==> config.mk <==
export PLATFORM = sky130hd
export DESIGN_NAME = ssw_top
export DESIGN_NICKNAME = d
export VERILOG_FILES = /design/src/ssw_irq_prio.v /design/src/ssw_top.v
export VERILOG_INCLUDE_DIRS = /design/src /design/src/src
export SDC_FILE = /design/constraint.sdc
export NUM_CORES = 1
export LEC_CHECK = 0
export BUFFER_PORTS_ARGS = -buffer_cell sky130_fd_sc_hd__buf_2
export CORE_MARGIN = 2
export CORE_UTILIZATION = 51
export CTS_CLUSTER_DIAMETER = 40
export DETAILED_ROUTE_END_ITERATION = 7
export PLACE_DENSITY = 0.82
export SLEW_MARGIN = 0
export SYNTH_ARGS = -nofsm -noshare
export SYNTH_HDL_FRONTEND = slang
export SYNTH_SLANG_ARGS = --single-unit
==> constraint.sdc <==
create_clock -name sys_clk -period 2.35 [get_ports sys_clk]
set_clock_uncertainty 0.2 [all_clocks]
set_input_delay 0.235 -clock sys_clk [delete_from_list [all_inputs] [get_ports sys_clk]]
set_output_delay 0.235 -clock sys_clk [all_outputs]
set_load 0.01 [all_outputs]
==> src/ssw_map.vh <==
// register map, field positions, reset values and timing counts of the supervisor
`ifndef SSW_MAP_VH
`define SSW_MAP_VH

// register indices; byte address is four times the index
`define SSW_IDX_CLK_PERIOD 8'h8e
`define SSW_IDX_XFLAG 8'h91
`define SSW_IDX_UNLOCK 8'hc7
`define SSW_IDX_DOG_CTRL 8'hd8
`define SSW_IDX_XIRQ_EN 8'he8
`define SSW_IDX_INTERNAL_ROM_SIZE_REG 8'hf1
`define SSW_IDX_PRIO_LO 8'hf2
`define SSW_IDX_PRIO_HI 8'hf3

// watchdog_supply_control fields
`define SSW_DC_POR_FLAG 6
`define SSW_DC_WARN_EN 5
`define SSW_DC_WARN_FLAG 4
`define SSW_DC_DOG_IRQF 3
`define SSW_DC_DOG_TOF 2
`define SSW_DC_DOG_RSTEN 1
`define SSW_DC_DOG_RESTART 0
// clock_and_period_control fields
`define SSW_CP_PSEL_HI 7
`define SSW_CP_PSEL_LO 6
// extended_irq_enable and extended_flag_reg fields
`define SSW_XE_DOG_IRQEN 4
`define SSW_XF_BANDGAP 0

// reset values
`define SSW_RST_CLK_PERIOD 8'h00
`define SSW_RST_XIRQ_EN 8'h00
`define SSW_RST_XFLAG 8'h00
`define SSW_RST_INTERNAL_ROM_SIZE_REG 3'h0
`define SSW_RST_PRIO 8'h00

// unlock sequence
`define SSW_UNLOCK_FIRST 8'haa
`define SSW_UNLOCK_SECOND 8'h55
`define SSW_UNLOCK_WIN_MC 3
`define SSW_CLKS_PER_MC 4

// timing counts in crystal clocks
`define SSW_POR_CLKS 65536
`define SSW_DOG_GAP_CLKS 512
`define SSW_DOG_P0_CLKS 131072
`define SSW_DOG_P1_CLKS 1048576
`define SSW_DOG_P2_CLKS 8388608
`define SSW_DOG_P3_CLKS 67108864
`define SSW_DOG_RST_CLKS 4

// interrupt table
`define SSW_NSRC 13
`define SSW_VEC_WARN 8'h33
`define SSW_VEC_CLASSIC 8'h03
`define SSW_VEC_SERIAL1 8'h3b
`define SSW_VEC_NEW 8'h43

`endif

==> src/ssw_irq_prio.v <==
// interrupt priority resolver: fixed top source, two levels, natural order for ties
`timescale 1ns/10ps
`default_nettype none
`include "ssw_map.vh"

module ssw_irq_prio #(
   parameter N = `SSW_NSRC
) (
   input wire [N-1:0] req,
   input wire [N-1:0] high,
   output reg valid,
   output reg is_high,
   output reg [7:0] vector
);

   // index 0 is the supply warning, 1..6 classic, 7 second serial port, 8..12 newer sources;
   // the second serial port skips 33h because the warning owns that vector
   function [7:0] vec_of;
      input [3:0] i;
      begin
         if (i == 4'd0)
            vec_of = `SSW_VEC_WARN;
         else if (i < 4'd7)
            vec_of = `SSW_VEC_CLASSIC + {1'b0, i - 4'd1, 3'b000};
         else if (i == 4'd7)
            vec_of = `SSW_VEC_SERIAL1;
         else
            vec_of = `SSW_VEC_NEW + {1'b0, i - 4'd8, 3'b000};
      end
   endfunction

   integer k;
   reg [3:0] hi_idx;
   reg [3:0] lo_idx;
   reg hi_any;
   reg lo_any;

   always @* begin
      hi_idx = 4'd0;
      lo_idx = 4'd0;
      hi_any = 1'b0;
      lo_any = 1'b0;
      // scan downward so the lowest index, the highest natural priority, wins
      for (k = N - 1; k >= 0; k = k - 1) begin
         if (req[k] && (high[k] || k == 0)) begin
            hi_idx = k[3:0];
            hi_any = 1'b1;
         end
         if (req[k]) begin
            lo_idx = k[3:0];
            lo_any = 1'b1;
         end
      end
      valid = hi_any | lo_any;
      is_high = hi_any;
      vector = hi_any ? vec_of(hi_idx) : (lo_any ? vec_of(lo_idx) : 8'h00);
   end

endmodule // ssw_irq_prio

`default_nettype wire

==> src/ssw_top.v <==
// supply supervisor: power-on/brownout reset, supply warning, watchdog, unlock, irq table
`timescale 1ns/10ps
`default_nettype none
`include "ssw_map.vh"

module ssw_top #(
   parameter POR_CLKS = `SSW_POR_CLKS,
   parameter GAP_CLKS = `SSW_DOG_GAP_CLKS,
   parameter P0_CLKS = `SSW_DOG_P0_CLKS,
   parameter P1_CLKS = `SSW_DOG_P1_CLKS,
   parameter P2_CLKS = `SSW_DOG_P2_CLKS,
   parameter P3_CLKS = `SSW_DOG_P3_CLKS
) (
   input wire sys_clk,
   input wire nrst,
   input wire wb_cyc_i,
   input wire wb_stb_i,
   input wire wb_we_i,
   input wire [9:0] wb_adr_i,
   input wire [3:0] wb_sel_i,
   input wire [31:0] wb_dat_i,
   output reg [31:0] wb_dat_o,
   output wire wb_ack_o,
   input wire supply_below_rst,
   input wire supply_below_warn,
   input wire [10:0] ext_irq_req,
   output reg cpu_rst,
   output reg osc_enable,
   output reg irq_valid,
   output reg irq_high,
   output reg [7:0] irq_vector,
   output reg wake_req,
   output wire bandgap_select,
   output wire [2:0] romsel
);

   localparam ST_HOLD = 2'd0;
   localparam ST_COUNT = 2'd1;
   localparam ST_RUN = 2'd2;
   localparam [3:0] WIN_CLKS = `SSW_UNLOCK_WIN_MC * `SSW_CLKS_PER_MC;
   localparam [2:0] WDR_CLKS = `SSW_DOG_RST_CLKS;
   localparam [16:0] POR_LAST = POR_CLKS[16:0] - 17'd1;

   // comparator pins cross into the crystal domain
   reg low_s1_q, low_s2_q, warn_s1_q, warn_s2_q;
   always @(posedge sys_clk or negedge nrst) begin
      if (!nrst) begin
         low_s1_q <= 1'b1;
         low_s2_q <= 1'b1;
         warn_s1_q <= 1'b0;
         warn_s2_q <= 1'b0;
      end else begin
         low_s1_q <= supply_below_rst;
         low_s2_q <= low_s1_q;
         warn_s1_q <= supply_below_warn;
         warn_s2_q <= warn_s1_q;
      end
   end

   // wishbone slave: ack one cycle after the strobe, write lands on the ack edge
   reg ack_q;
   wire bus_req = wb_cyc_i & wb_stb_i;
   wire [7:0] idx = wb_adr_i[9:2];
   wire [7:0] wdat = wb_dat_i[7:0];
   wire wr_go = bus_req & ack_q & wb_we_i & wb_sel_i[0];
   assign wb_ack_o = ack_q;

   function wr_at;
      input go;
      input [7:0] a;
      input [7:0] want;
      begin
         wr_at = go && (a == want);
      end
   endfunction

   wire wr_clkp = wr_at(wr_go, idx, `SSW_IDX_CLK_PERIOD);
   wire wr_xflag = wr_at(wr_go, idx, `SSW_IDX_XFLAG);
   wire wr_unlock = wr_at(wr_go, idx, `SSW_IDX_UNLOCK);
   wire wr_dogc = wr_at(wr_go, idx, `SSW_IDX_DOG_CTRL);
   wire wr_xien = wr_at(wr_go, idx, `SSW_IDX_XIRQ_EN);
   wire wr_roms = wr_at(wr_go, idx, `SSW_IDX_INTERNAL_ROM_SIZE_REG);
   wire wr_prlo = wr_at(wr_go, idx, `SSW_IDX_PRIO_LO);
   wire wr_prhi = wr_at(wr_go, idx, `SSW_IDX_PRIO_HI);

   // unlock sequence and write window
   reg stage_q;
   reg [3:0] win_q;
   wire win_open = (win_q != 4'h0);
   wire prot_wr = wr_xflag | wr_dogc | wr_roms;

   always @(posedge sys_clk or negedge nrst) begin
      if (!nrst) begin
         stage_q <= 1'b0;
         win_q <= 4'h0;
      end else if (wr_unlock) begin
         if (wdat == `SSW_UNLOCK_FIRST) begin
            stage_q <= 1'b1;
            win_q <= 4'h0;
         end else if (stage_q && wdat == `SSW_UNLOCK_SECOND) begin
            stage_q <= 1'b0;
            win_q <= WIN_CLKS;
         end else begin
            stage_q <= 1'b0;
            win_q <= 4'h0;
         end
      end else begin
         // any other write cancels a half-done pair; the window stays open until a protected write or until its count runs out
         if (wr_go)
            stage_q <= 1'b0;
         if (prot_wr)
            win_q <= 4'h0;
         else if (win_open)
            win_q <= win_q - 4'h1;
      end
   end

   wire ok_dogc = wr_dogc & win_open;
   wire ok_xflag = wr_xflag & win_open;
   wire ok_roms = wr_roms & win_open;

   // plain registers
   reg [7:0] clkp_q, xien_q, prlo_q, prhi_q;
   reg [7:1] xflag_q;
   reg bgs_q;
   reg [2:0] roms_q;
   always @(posedge sys_clk or negedge nrst) begin
      if (!nrst) begin
         clkp_q <= `SSW_RST_CLK_PERIOD;
         xien_q <= `SSW_RST_XIRQ_EN;
         prlo_q <= `SSW_RST_PRIO;
         prhi_q <= `SSW_RST_PRIO;
         xflag_q <= 7'h00;
         bgs_q <= 1'b0;
         roms_q <= `SSW_RST_INTERNAL_ROM_SIZE_REG;
      end else begin
         if (wr_clkp)
            clkp_q <= wdat;
         if (wr_xien)
            xien_q <= wdat;
         if (wr_prlo)
            prlo_q <= wdat;
         if (wr_prhi)
            prhi_q <= {4'h0, wdat[3:0]};
         if (wr_xflag)
            xflag_q <= wdat[7:1];
         if (ok_xflag)
            bgs_q <= wdat[`SSW_XF_BANDGAP];
         if (ok_roms)
            roms_q <= wdat[2:0];
      end
   end
   assign bandgap_select = bgs_q;
   assign romsel = roms_q;

   // power-on / brownout sequencer
   reg [1:0] st_q, st_d;
   reg [16:0] por_cnt_q;
   always @* begin
      st_d = st_q;
      case (st_q)
         ST_HOLD: if (!low_s2_q) st_d = ST_COUNT;
         ST_COUNT: if (por_cnt_q == POR_LAST) st_d = ST_RUN;
         ST_RUN: st_d = ST_RUN;
         default: st_d = ST_HOLD;
      endcase
      if (low_s2_q)
         st_d = ST_HOLD;
   end
   wire run = (st_q == ST_RUN);
   wire por_done = (st_q == ST_COUNT) && (st_d == ST_RUN);

   // watchdog counter, straight off the crystal clock
   reg [26:0] wd_cnt_q;
   wire [1:0] psel = {clkp_q[`SSW_CP_PSEL_HI], clkp_q[`SSW_CP_PSEL_LO]};

   function [26:0] period_of;
      input [1:0] s;
      begin
         case (s)
            2'd0: period_of = P0_CLKS[26:0];
            2'd1: period_of = P1_CLKS[26:0];
            2'd2: period_of = P2_CLKS[26:0];
            default: period_of = P3_CLKS[26:0];
         endcase
      end
   endfunction

   wire [26:0] int_last = period_of(psel) - 27'd1;
   wire [26:0] full_last = period_of(psel) + GAP_CLKS[26:0] - 27'd1;
   wire int_hit = run && (wd_cnt_q == int_last);
   wire full_hit = run && (wd_cnt_q == full_last);
   wire restart = ok_dogc & wdat[`SSW_DC_DOG_RESTART];

   // control / status flags; a hardware set beats a software clear
   reg por_f_q, warn_en_q, warn_f_q, irqf_q, tof_q, rsten_q;
   reg [2:0] wdr_q;
   always @(posedge sys_clk or negedge nrst) begin
      if (!nrst) begin
         st_q <= ST_HOLD;
         por_cnt_q <= 17'h00000;
         wd_cnt_q <= 27'h0000000;
         por_f_q <= 1'b0;
         warn_en_q <= 1'b0;
         warn_f_q <= 1'b0;
         irqf_q <= 1'b0;
         tof_q <= 1'b0;
         rsten_q <= 1'b0;
         wdr_q <= 3'h0;
      end else begin
         st_q <= st_d;
         if (st_q == ST_COUNT)
            por_cnt_q <= por_cnt_q + 17'h00001;
         else
            por_cnt_q <= 17'h00000;
         // a full timeout wraps the count so the flag also serves as a time base
         if (!run || restart || full_hit)
            wd_cnt_q <= 27'h0000000;
         else
            wd_cnt_q <= wd_cnt_q + 27'h0000001;
         if (por_done)
            por_f_q <= 1'b1;
         else if (ok_dogc)
            por_f_q <= wdat[`SSW_DC_POR_FLAG];
         if (wr_dogc)
            warn_en_q <= wdat[`SSW_DC_WARN_EN];
         if (warn_s2_q)
            warn_f_q <= 1'b1;
         else if (wr_dogc)
            warn_f_q <= wdat[`SSW_DC_WARN_FLAG];
         if (int_hit)
            irqf_q <= 1'b1;
         else if (ok_dogc)
            irqf_q <= wdat[`SSW_DC_DOG_IRQF];
         if (full_hit)
            tof_q <= 1'b1;
         else if (wr_dogc)
            tof_q <= wdat[`SSW_DC_DOG_TOF];
         if (ok_dogc)
            rsten_q <= wdat[`SSW_DC_DOG_RSTEN];
         if (full_hit && rsten_q)
            wdr_q <= WDR_CLKS;
         else if (wdr_q != 3'h0)
            wdr_q <= wdr_q - 3'h1;
      end
   end

   // reset and oscillator outputs
   always @(posedge sys_clk or negedge nrst) begin
      if (!nrst) begin
         cpu_rst <= 1'b1;
         osc_enable <= 1'b0;
      end else begin
         cpu_rst <= (st_d != ST_RUN) || (full_hit && rsten_q) || (wdr_q > 3'h1);
         osc_enable <= (st_d != ST_HOLD);
      end
   end

   // interrupt table
   wire warn_req = warn_f_q & warn_en_q;
   wire dog_req = irqf_q & xien_q[`SSW_XE_DOG_IRQEN];
   wire [12:0] src_req = {dog_req, ext_irq_req, warn_req};
   wire [12:0] src_high = {prhi_q[3:0], prlo_q, 1'b1};
   wire pr_valid, pr_high;
   wire [7:0] pr_vec;

   ssw_irq_prio #(
      .N(`SSW_NSRC)
   ) u_prio (
      .req(src_req),
      .high(src_high),
      .valid(pr_valid),
      .is_high(pr_high),
      .vector(pr_vec)
   );

   always @(posedge sys_clk or negedge nrst) begin
      if (!nrst) begin
         irq_valid <= 1'b0;
         irq_high <= 1'b0;
         irq_vector <= 8'h00;
         wake_req <= 1'b0;
      end else begin
         irq_valid <= pr_valid;
         irq_high <= pr_high;
         irq_vector <= pr_vec;
         wake_req <= dog_req | warn_req;
      end
   end

   // read mux; the restart bit always reads zero
   reg [7:0] rd_mux;
   always @* begin
      case (idx)
         `SSW_IDX_CLK_PERIOD: rd_mux = clkp_q;
         `SSW_IDX_XFLAG: rd_mux = {xflag_q, bgs_q};
         `SSW_IDX_DOG_CTRL: rd_mux = {1'b0, por_f_q, warn_en_q, warn_f_q,
                                      irqf_q, tof_q, rsten_q, 1'b0};
         `SSW_IDX_XIRQ_EN: rd_mux = xien_q;
         `SSW_IDX_INTERNAL_ROM_SIZE_REG: rd_mux = {5'h00, roms_q};
         `SSW_IDX_PRIO_LO: rd_mux = prlo_q;
         `SSW_IDX_PRIO_HI: rd_mux = prhi_q;
         default: rd_mux = 8'h00;
      endcase
   end

   always @(posedge sys_clk or negedge nrst) begin
      if (!nrst) begin
         ack_q <= 1'b0;
         wb_dat_o <= 32'h00000000;
      end else begin
         ack_q <= bus_req & ~ack_q;
         if (bus_req && !ack_q)
            wb_dat_o <= {24'h000000, rd_mux};
      end
   end

endmodule // ssw_top

`default_nettype wire

# == Word-level counts from Yosys, hierarchy flattened ==
# Cells that the tools add are included.
# totals
elab_cells,217
output_inout_bits,50
ff_bits,125
# op_classes
n_eq_ne,21
n_lt_le_gt_ge,3
mux,85
bitwise_logic,16
n_addsub,15
reduce_logical,46
# ops
cell,count
2-to-1 mux 4 bit,31
one-hot mux 27 bit (3 select lines),1
"== test 8 bit, second input constant",9
2-to-1 mux 8 bit,8
one-hot mux 8 bit (7 select lines),1
== test 27 bit,2
"subtractor 27 x 1 -> 27 bit, second input constant",2
2-to-1 mux 1 bit,37
"adder 27 x 1 -> 27 bit, second input constant",1
"adder 27 x 10 -> 27 bit, second input constant",1
2-to-1 mux 27 bit,1
logical AND 1 bit,26
"adder 17 x 1 -> 17 bit, second input constant",1
"== test 17 x 16 -> 1 bit, second input constant",1
2-to-1 mux 17 bit,1
"adder 2 x 7 -> 8 bit, first input constant",2
"adder 7 x 7 -> 8 bit, first input constant",2
nonzero test 2 bit,7
"subtractor 4 x 1 -> 4 bit, second input constant",3
AND 1 bit,11
"== test 4 x 3 -> 1 bit, second input constant",2
"== test 8 x 7 -> 1 bit, second input constant",1
logical NOT 4 bit,2
"less-than comparator 4 x 3 -> 1 bit, second input constant",2
16 further kinds,31

# == Logic depth before layout (Yosys ltp) ==
# logic_depth
ltp_word,21
depth_mapped,11

# == Modules after synthesis ==
# A second synthesis with hierarchy kept.
# unflattened
cells_unflattened,648
area_unflattened_um2,6855.3
# by_module_without_submodules
module,seq_area_each_um2,n_inst,cells_each,area_per_inst_um2
ssw_top,3131.8,1,545,6165.9
ssw_irq_prio,0.0,1,103,689.4

# == Worst setup path before layout ==
# No wires, ideal clock.
# synth_timing
path_kind,flip-flop to flip-flop
from,reg wd_cnt_q[24]
to,reg wdr_q[1]
slack_ps,-24
required_ps,2031
stages_incl_launch_ff,7
path_buffers,0
arrival_time_ps,2055
setup_time_ps,119
synth_period_minus_slack_ps,2374
cell_sequence,dfrtp_1 -> or4_1 -> nor4_2 -> o2111ai_1 -> or4_4 -> or2_4 -> and2_1
# synth_via
elab_chain_cells,4
word_cells_on_any_way,5
cone_classes,eq/ne: 1; mux: 1; reduce/logical: 3
# synth_lines
element,line,source
from (decl),ssw_top.v:174,reg [26:0] wd_cnt_q;
from (signal assigned),ssw_top.v:220,wd_cnt_q <= wd_cnt_q + 27'h0000001;
== test 27 bit (*),ssw_top.v:192,wire full_hit = run && (wd_cnt_q == full_last);
logical AND 1 bit (*),ssw_top.v:192,
logical AND 1 bit (*),ssw_top.v:241,if (full_hit && rsten_q)
2-to-1 mux 3 bit / nonzero test 2 bit (equally long branches),--,
to (signal assigned),ssw_top.v:244,wdr_q <= wdr_q - 3'h1;
to (decl),ssw_top.v:197,reg [2:0] wdr_q;
# Every way passes the cells marked *; elsewhere a longest branch is shown, timed or not.
# A chain may end at the register's enable or synchronous reset.

# == Worst setup path in the final report ==
# Ends and elaborated chain as after synthesis.

==> qor.yml <==
status:
  outcome: "complete, but fails checks"
  violations: "setup timing"
clock_tree:
  clockBufferDepth: 2
  clkTransAtPathRegs_ns: 0.06
  cts-root-buf: "clkbuf_16"
  htreeDepth: 4
  clkLatencyLatePin_ns: 0.42
  cts_made_buffers: 17
  clock_sinks: 121
  cts_tree: "done"
die:
  start_util_pct: 52.7
  fp-row-count: 40
  fp.dieArea_sq_um: 13500
  die_h_um: 116
  core_area_sq_um: 12200
  die_width_um: 116
  boundaryPins: 114
sta:
  max_freq_mhz: 394
  rsz0062_at_grt: "yes"
  slew_viol_final: 0
  layout_setup_ws_ns: -0.191
  setup_tns_ns: -4.31
  max_slew_margin_pct: 54.1
  worstMarginPinSlew_ns: 0.688
  layout_min_cycle_time_ns: 2.54
  setup_violations: 34
  hold_ws_ns: 0.00760
  min_period_over_period_pct: 108
  report.final.hold_viol_count: 0
final_layout:
  synthToLayoutAreaGrowth_pct: 26.4
  diodes: 0
  final_area_sq_um: 8100
  layout.nets: 846
  drive_gt1_share_pct: 29.7
routing:
  routedWlPerCell_um: 16.8
  vias_per_cell: 5.66
  ant_nets: 0
  vias: 5361
  drcViolationCount: 0
  drt-total-wl_um: 15900
  drtIter0Drc: 416
  firstDrtPassIters: 5
logic_synthesis:
  ys_seq_area_share_pct: 47.3
  synth_cell_type_count: 64
  synth_edf_count: 0
  ys_warn_count: 0
  yosysMostFrequentCell: "dfrtp_1"
  async_flop_share_pct: 100
  syn_avg_cell_area_sq_um: 10.1
  ys_seq_elements: 121
  synth_top_area_share_pct: 46.1
  synthTopCellsByCount: "118 x dfrtp_1, 73 x nor2_1, 58 x nand2_1"
  synthFlopType: "dfrtp_1"
  netlist_area_sq_um: 6410
  yosys-top-cells-area: "dfrtp_1 46%, mux2_2 7.2%, nor2_1 4.3%"
  syn_inst: 634
  synth_top_cell_by_area: "dfrtp_1"
worst_setup_path:
  critPathRequiredTime_ns: 2.47
  r2r_slack_ns: -0.19
  start_kind: "register"
  rr_startpoint: "wd_cnt_q[24]"
  crit_fanout: 4
  endpoint_kind: "register"
  cp.arrival_ns: 2.66
  timing.rr.end: "wdr_q[1]"
  rr_worst_depth: 6
  path_class: "register to register"
worst_hold_path:
  min_path_type: "input port to register"
  min-delay-start: "wb_dat_i[0]"
  min_to: "prlo_q[0]"
  min_path_cells: 2
placement:
  portBuffers: 58
  place_hpwl_um: 10800
  place.gp.congestion: 0.927
  post_dp_cell_area_sq_um: 7160
power_and_ir_drop:
  ir_drop_v: 0.000481
  p_per_area_nw_per_um2: 664
  leakagePower_nw: 3.71
grt:
  grt.overflow.total: 0
  grtUsageMet1_pct: 28.8
  grt_use_total_pct: 24.5
  antenna_found_initial: 0
  grt_util_met2_pct: 42.5
  met3_usage_pct: 6.49
  busiest_layer: "met2"
  grt_pass1_wl_um: 25500
  grt_max_degree: 53
  grt_pass1_vias: 5404
flow_run:
  max_cap_viol_count: 0
==> critical path: stages, from the launching register on <==
cell and delay (ns):
dfrtp_1 0.39, or4_4 0.55, nor4_4 0.17, o2111ai_2 0.16
or4_4 0.54, or2_4 0.27, and2_4 0.14
==> registers in the layout, indices dropped and copies added (netlist names), 5 cells and up <==
name,count
prlo_q,8
irq_vector,5
xien_q,8
wb_dat_o,8
por_cnt_q,17
xflag_q,7
wd_cnt_q,27
clkp_q,8
==> placed cells by master (no fill, tap or decap), drive strengths merged, types with 4 or more instances in the layout <==
master	synthesis	routed
inv	21	21
and2	8	8
nand2b	7	7
a22oi	6	6
o21ai	23	23
clkbuf	7	23
a222oi	6	6
nand3	31	31
conb	1	26
mux2i	9	9
dfrtp	118	118
dlygate4sd3	0	10
or2	4	4
nor2b	6	6
ha	14	14
nand4	10	10
a21oi	16	16
xnor2	23	23
buf	33	120
nor3b	8	8
nand2	59	59
xor2	20	20
nor3	7	7
and3	19	19
mux2	41	41
bufinv	0	4
nor2	73	73
or3	5	5
nor4	9	9
o31ai	5	5
==> stage by stage <==
stage	utilization (%)	setup WS, ns	std cells	power (W)
final	66.6	-0.191	948	0.00538
after global routing	66.6	-0.298	948	0.00555
after CTS	65.3	-0.166	942	0.00540
after detailed placement	58.9	-0.168	899	0.00265
after global placement	58.9	-0.0704	899	0.00261
after floorplan	-	-0.0237	659	0.00248
==> cells by family (layout without fill, tap and decap cells) <==
group / count (synthesis) / count (layout) / synth area share (%)
buffers and inverters: 61 / 182 / 5.55
xor gates and xnor gates: 43 / 43 / 5.88
DFF: 121 / 121 / 47.3
other: 1 / 26 / 0.0585
and+or+nand+nor: 257 / 257 / 20.6
adders and majority gates: 14 / 14 / 2.73
AOI/OAI and AO/OA: 87 / 87 / 9.30
muxes: 50 / 50 / 8.61
==> final cells by class <==
| class | count | area (sq um) |
|---|---|---|
| well taps | 168 | 210 |
| fillers | 888 | 4060 |
| clock buffers | 23 | 478 |
| clock inverters | 8 | 143 |
| inverters | 21 | 78.8 |
| repair buffers | 130 | 895 |
| flip-flops and latches | 121 | 3040 |
| multi-input cells | 477 | 3260 |
==> power breakdown <==
part | internal (W) | switching, W | total, W
logic | 0.000185 | 0.000264 | 0.000449
clock network | 0.00184 | 0.000900 | 0.00274
registers | 0.00215 | 0.0000435 | 0.00219
total | 0.00418 | 0.00121 | 0.00538
==> repair_timing <==
item	CTS	global route
hold buffers	10	0
pin swaps	8	10
resized for setup	16	25
setup endpoints to repair	35	36
setup buffers	2	6
hold endpoints to repair	77	0
==> layer usage <==
layer | vias up | share of wire, %
met4 | 0 | 2.9
met2 | 213 | 51
met3 | 44 | 5.6
li1 | 2458 | -
met5 | - | 0
met1 | 2646 | 41
==> how the worst max path moves through the flow <==
stage,startpoint,to,cells past startpoint
5_1_grt,wd_cnt_q[24],cpu_rst,6
2_1_floorplan,wd_cnt_q[24],wdr_q[1],6
3_5_place_dp,wd_cnt_q[24],wdr_q[1],6
4_1_cts,wd_cnt_q[24],cpu_rst,6
6_report,wd_cnt_q[24],wdr_q[1],6
3_3_place_gp,wd_cnt_q[24],wdr_q[1],6
Power figures use the tool's default switching activity.
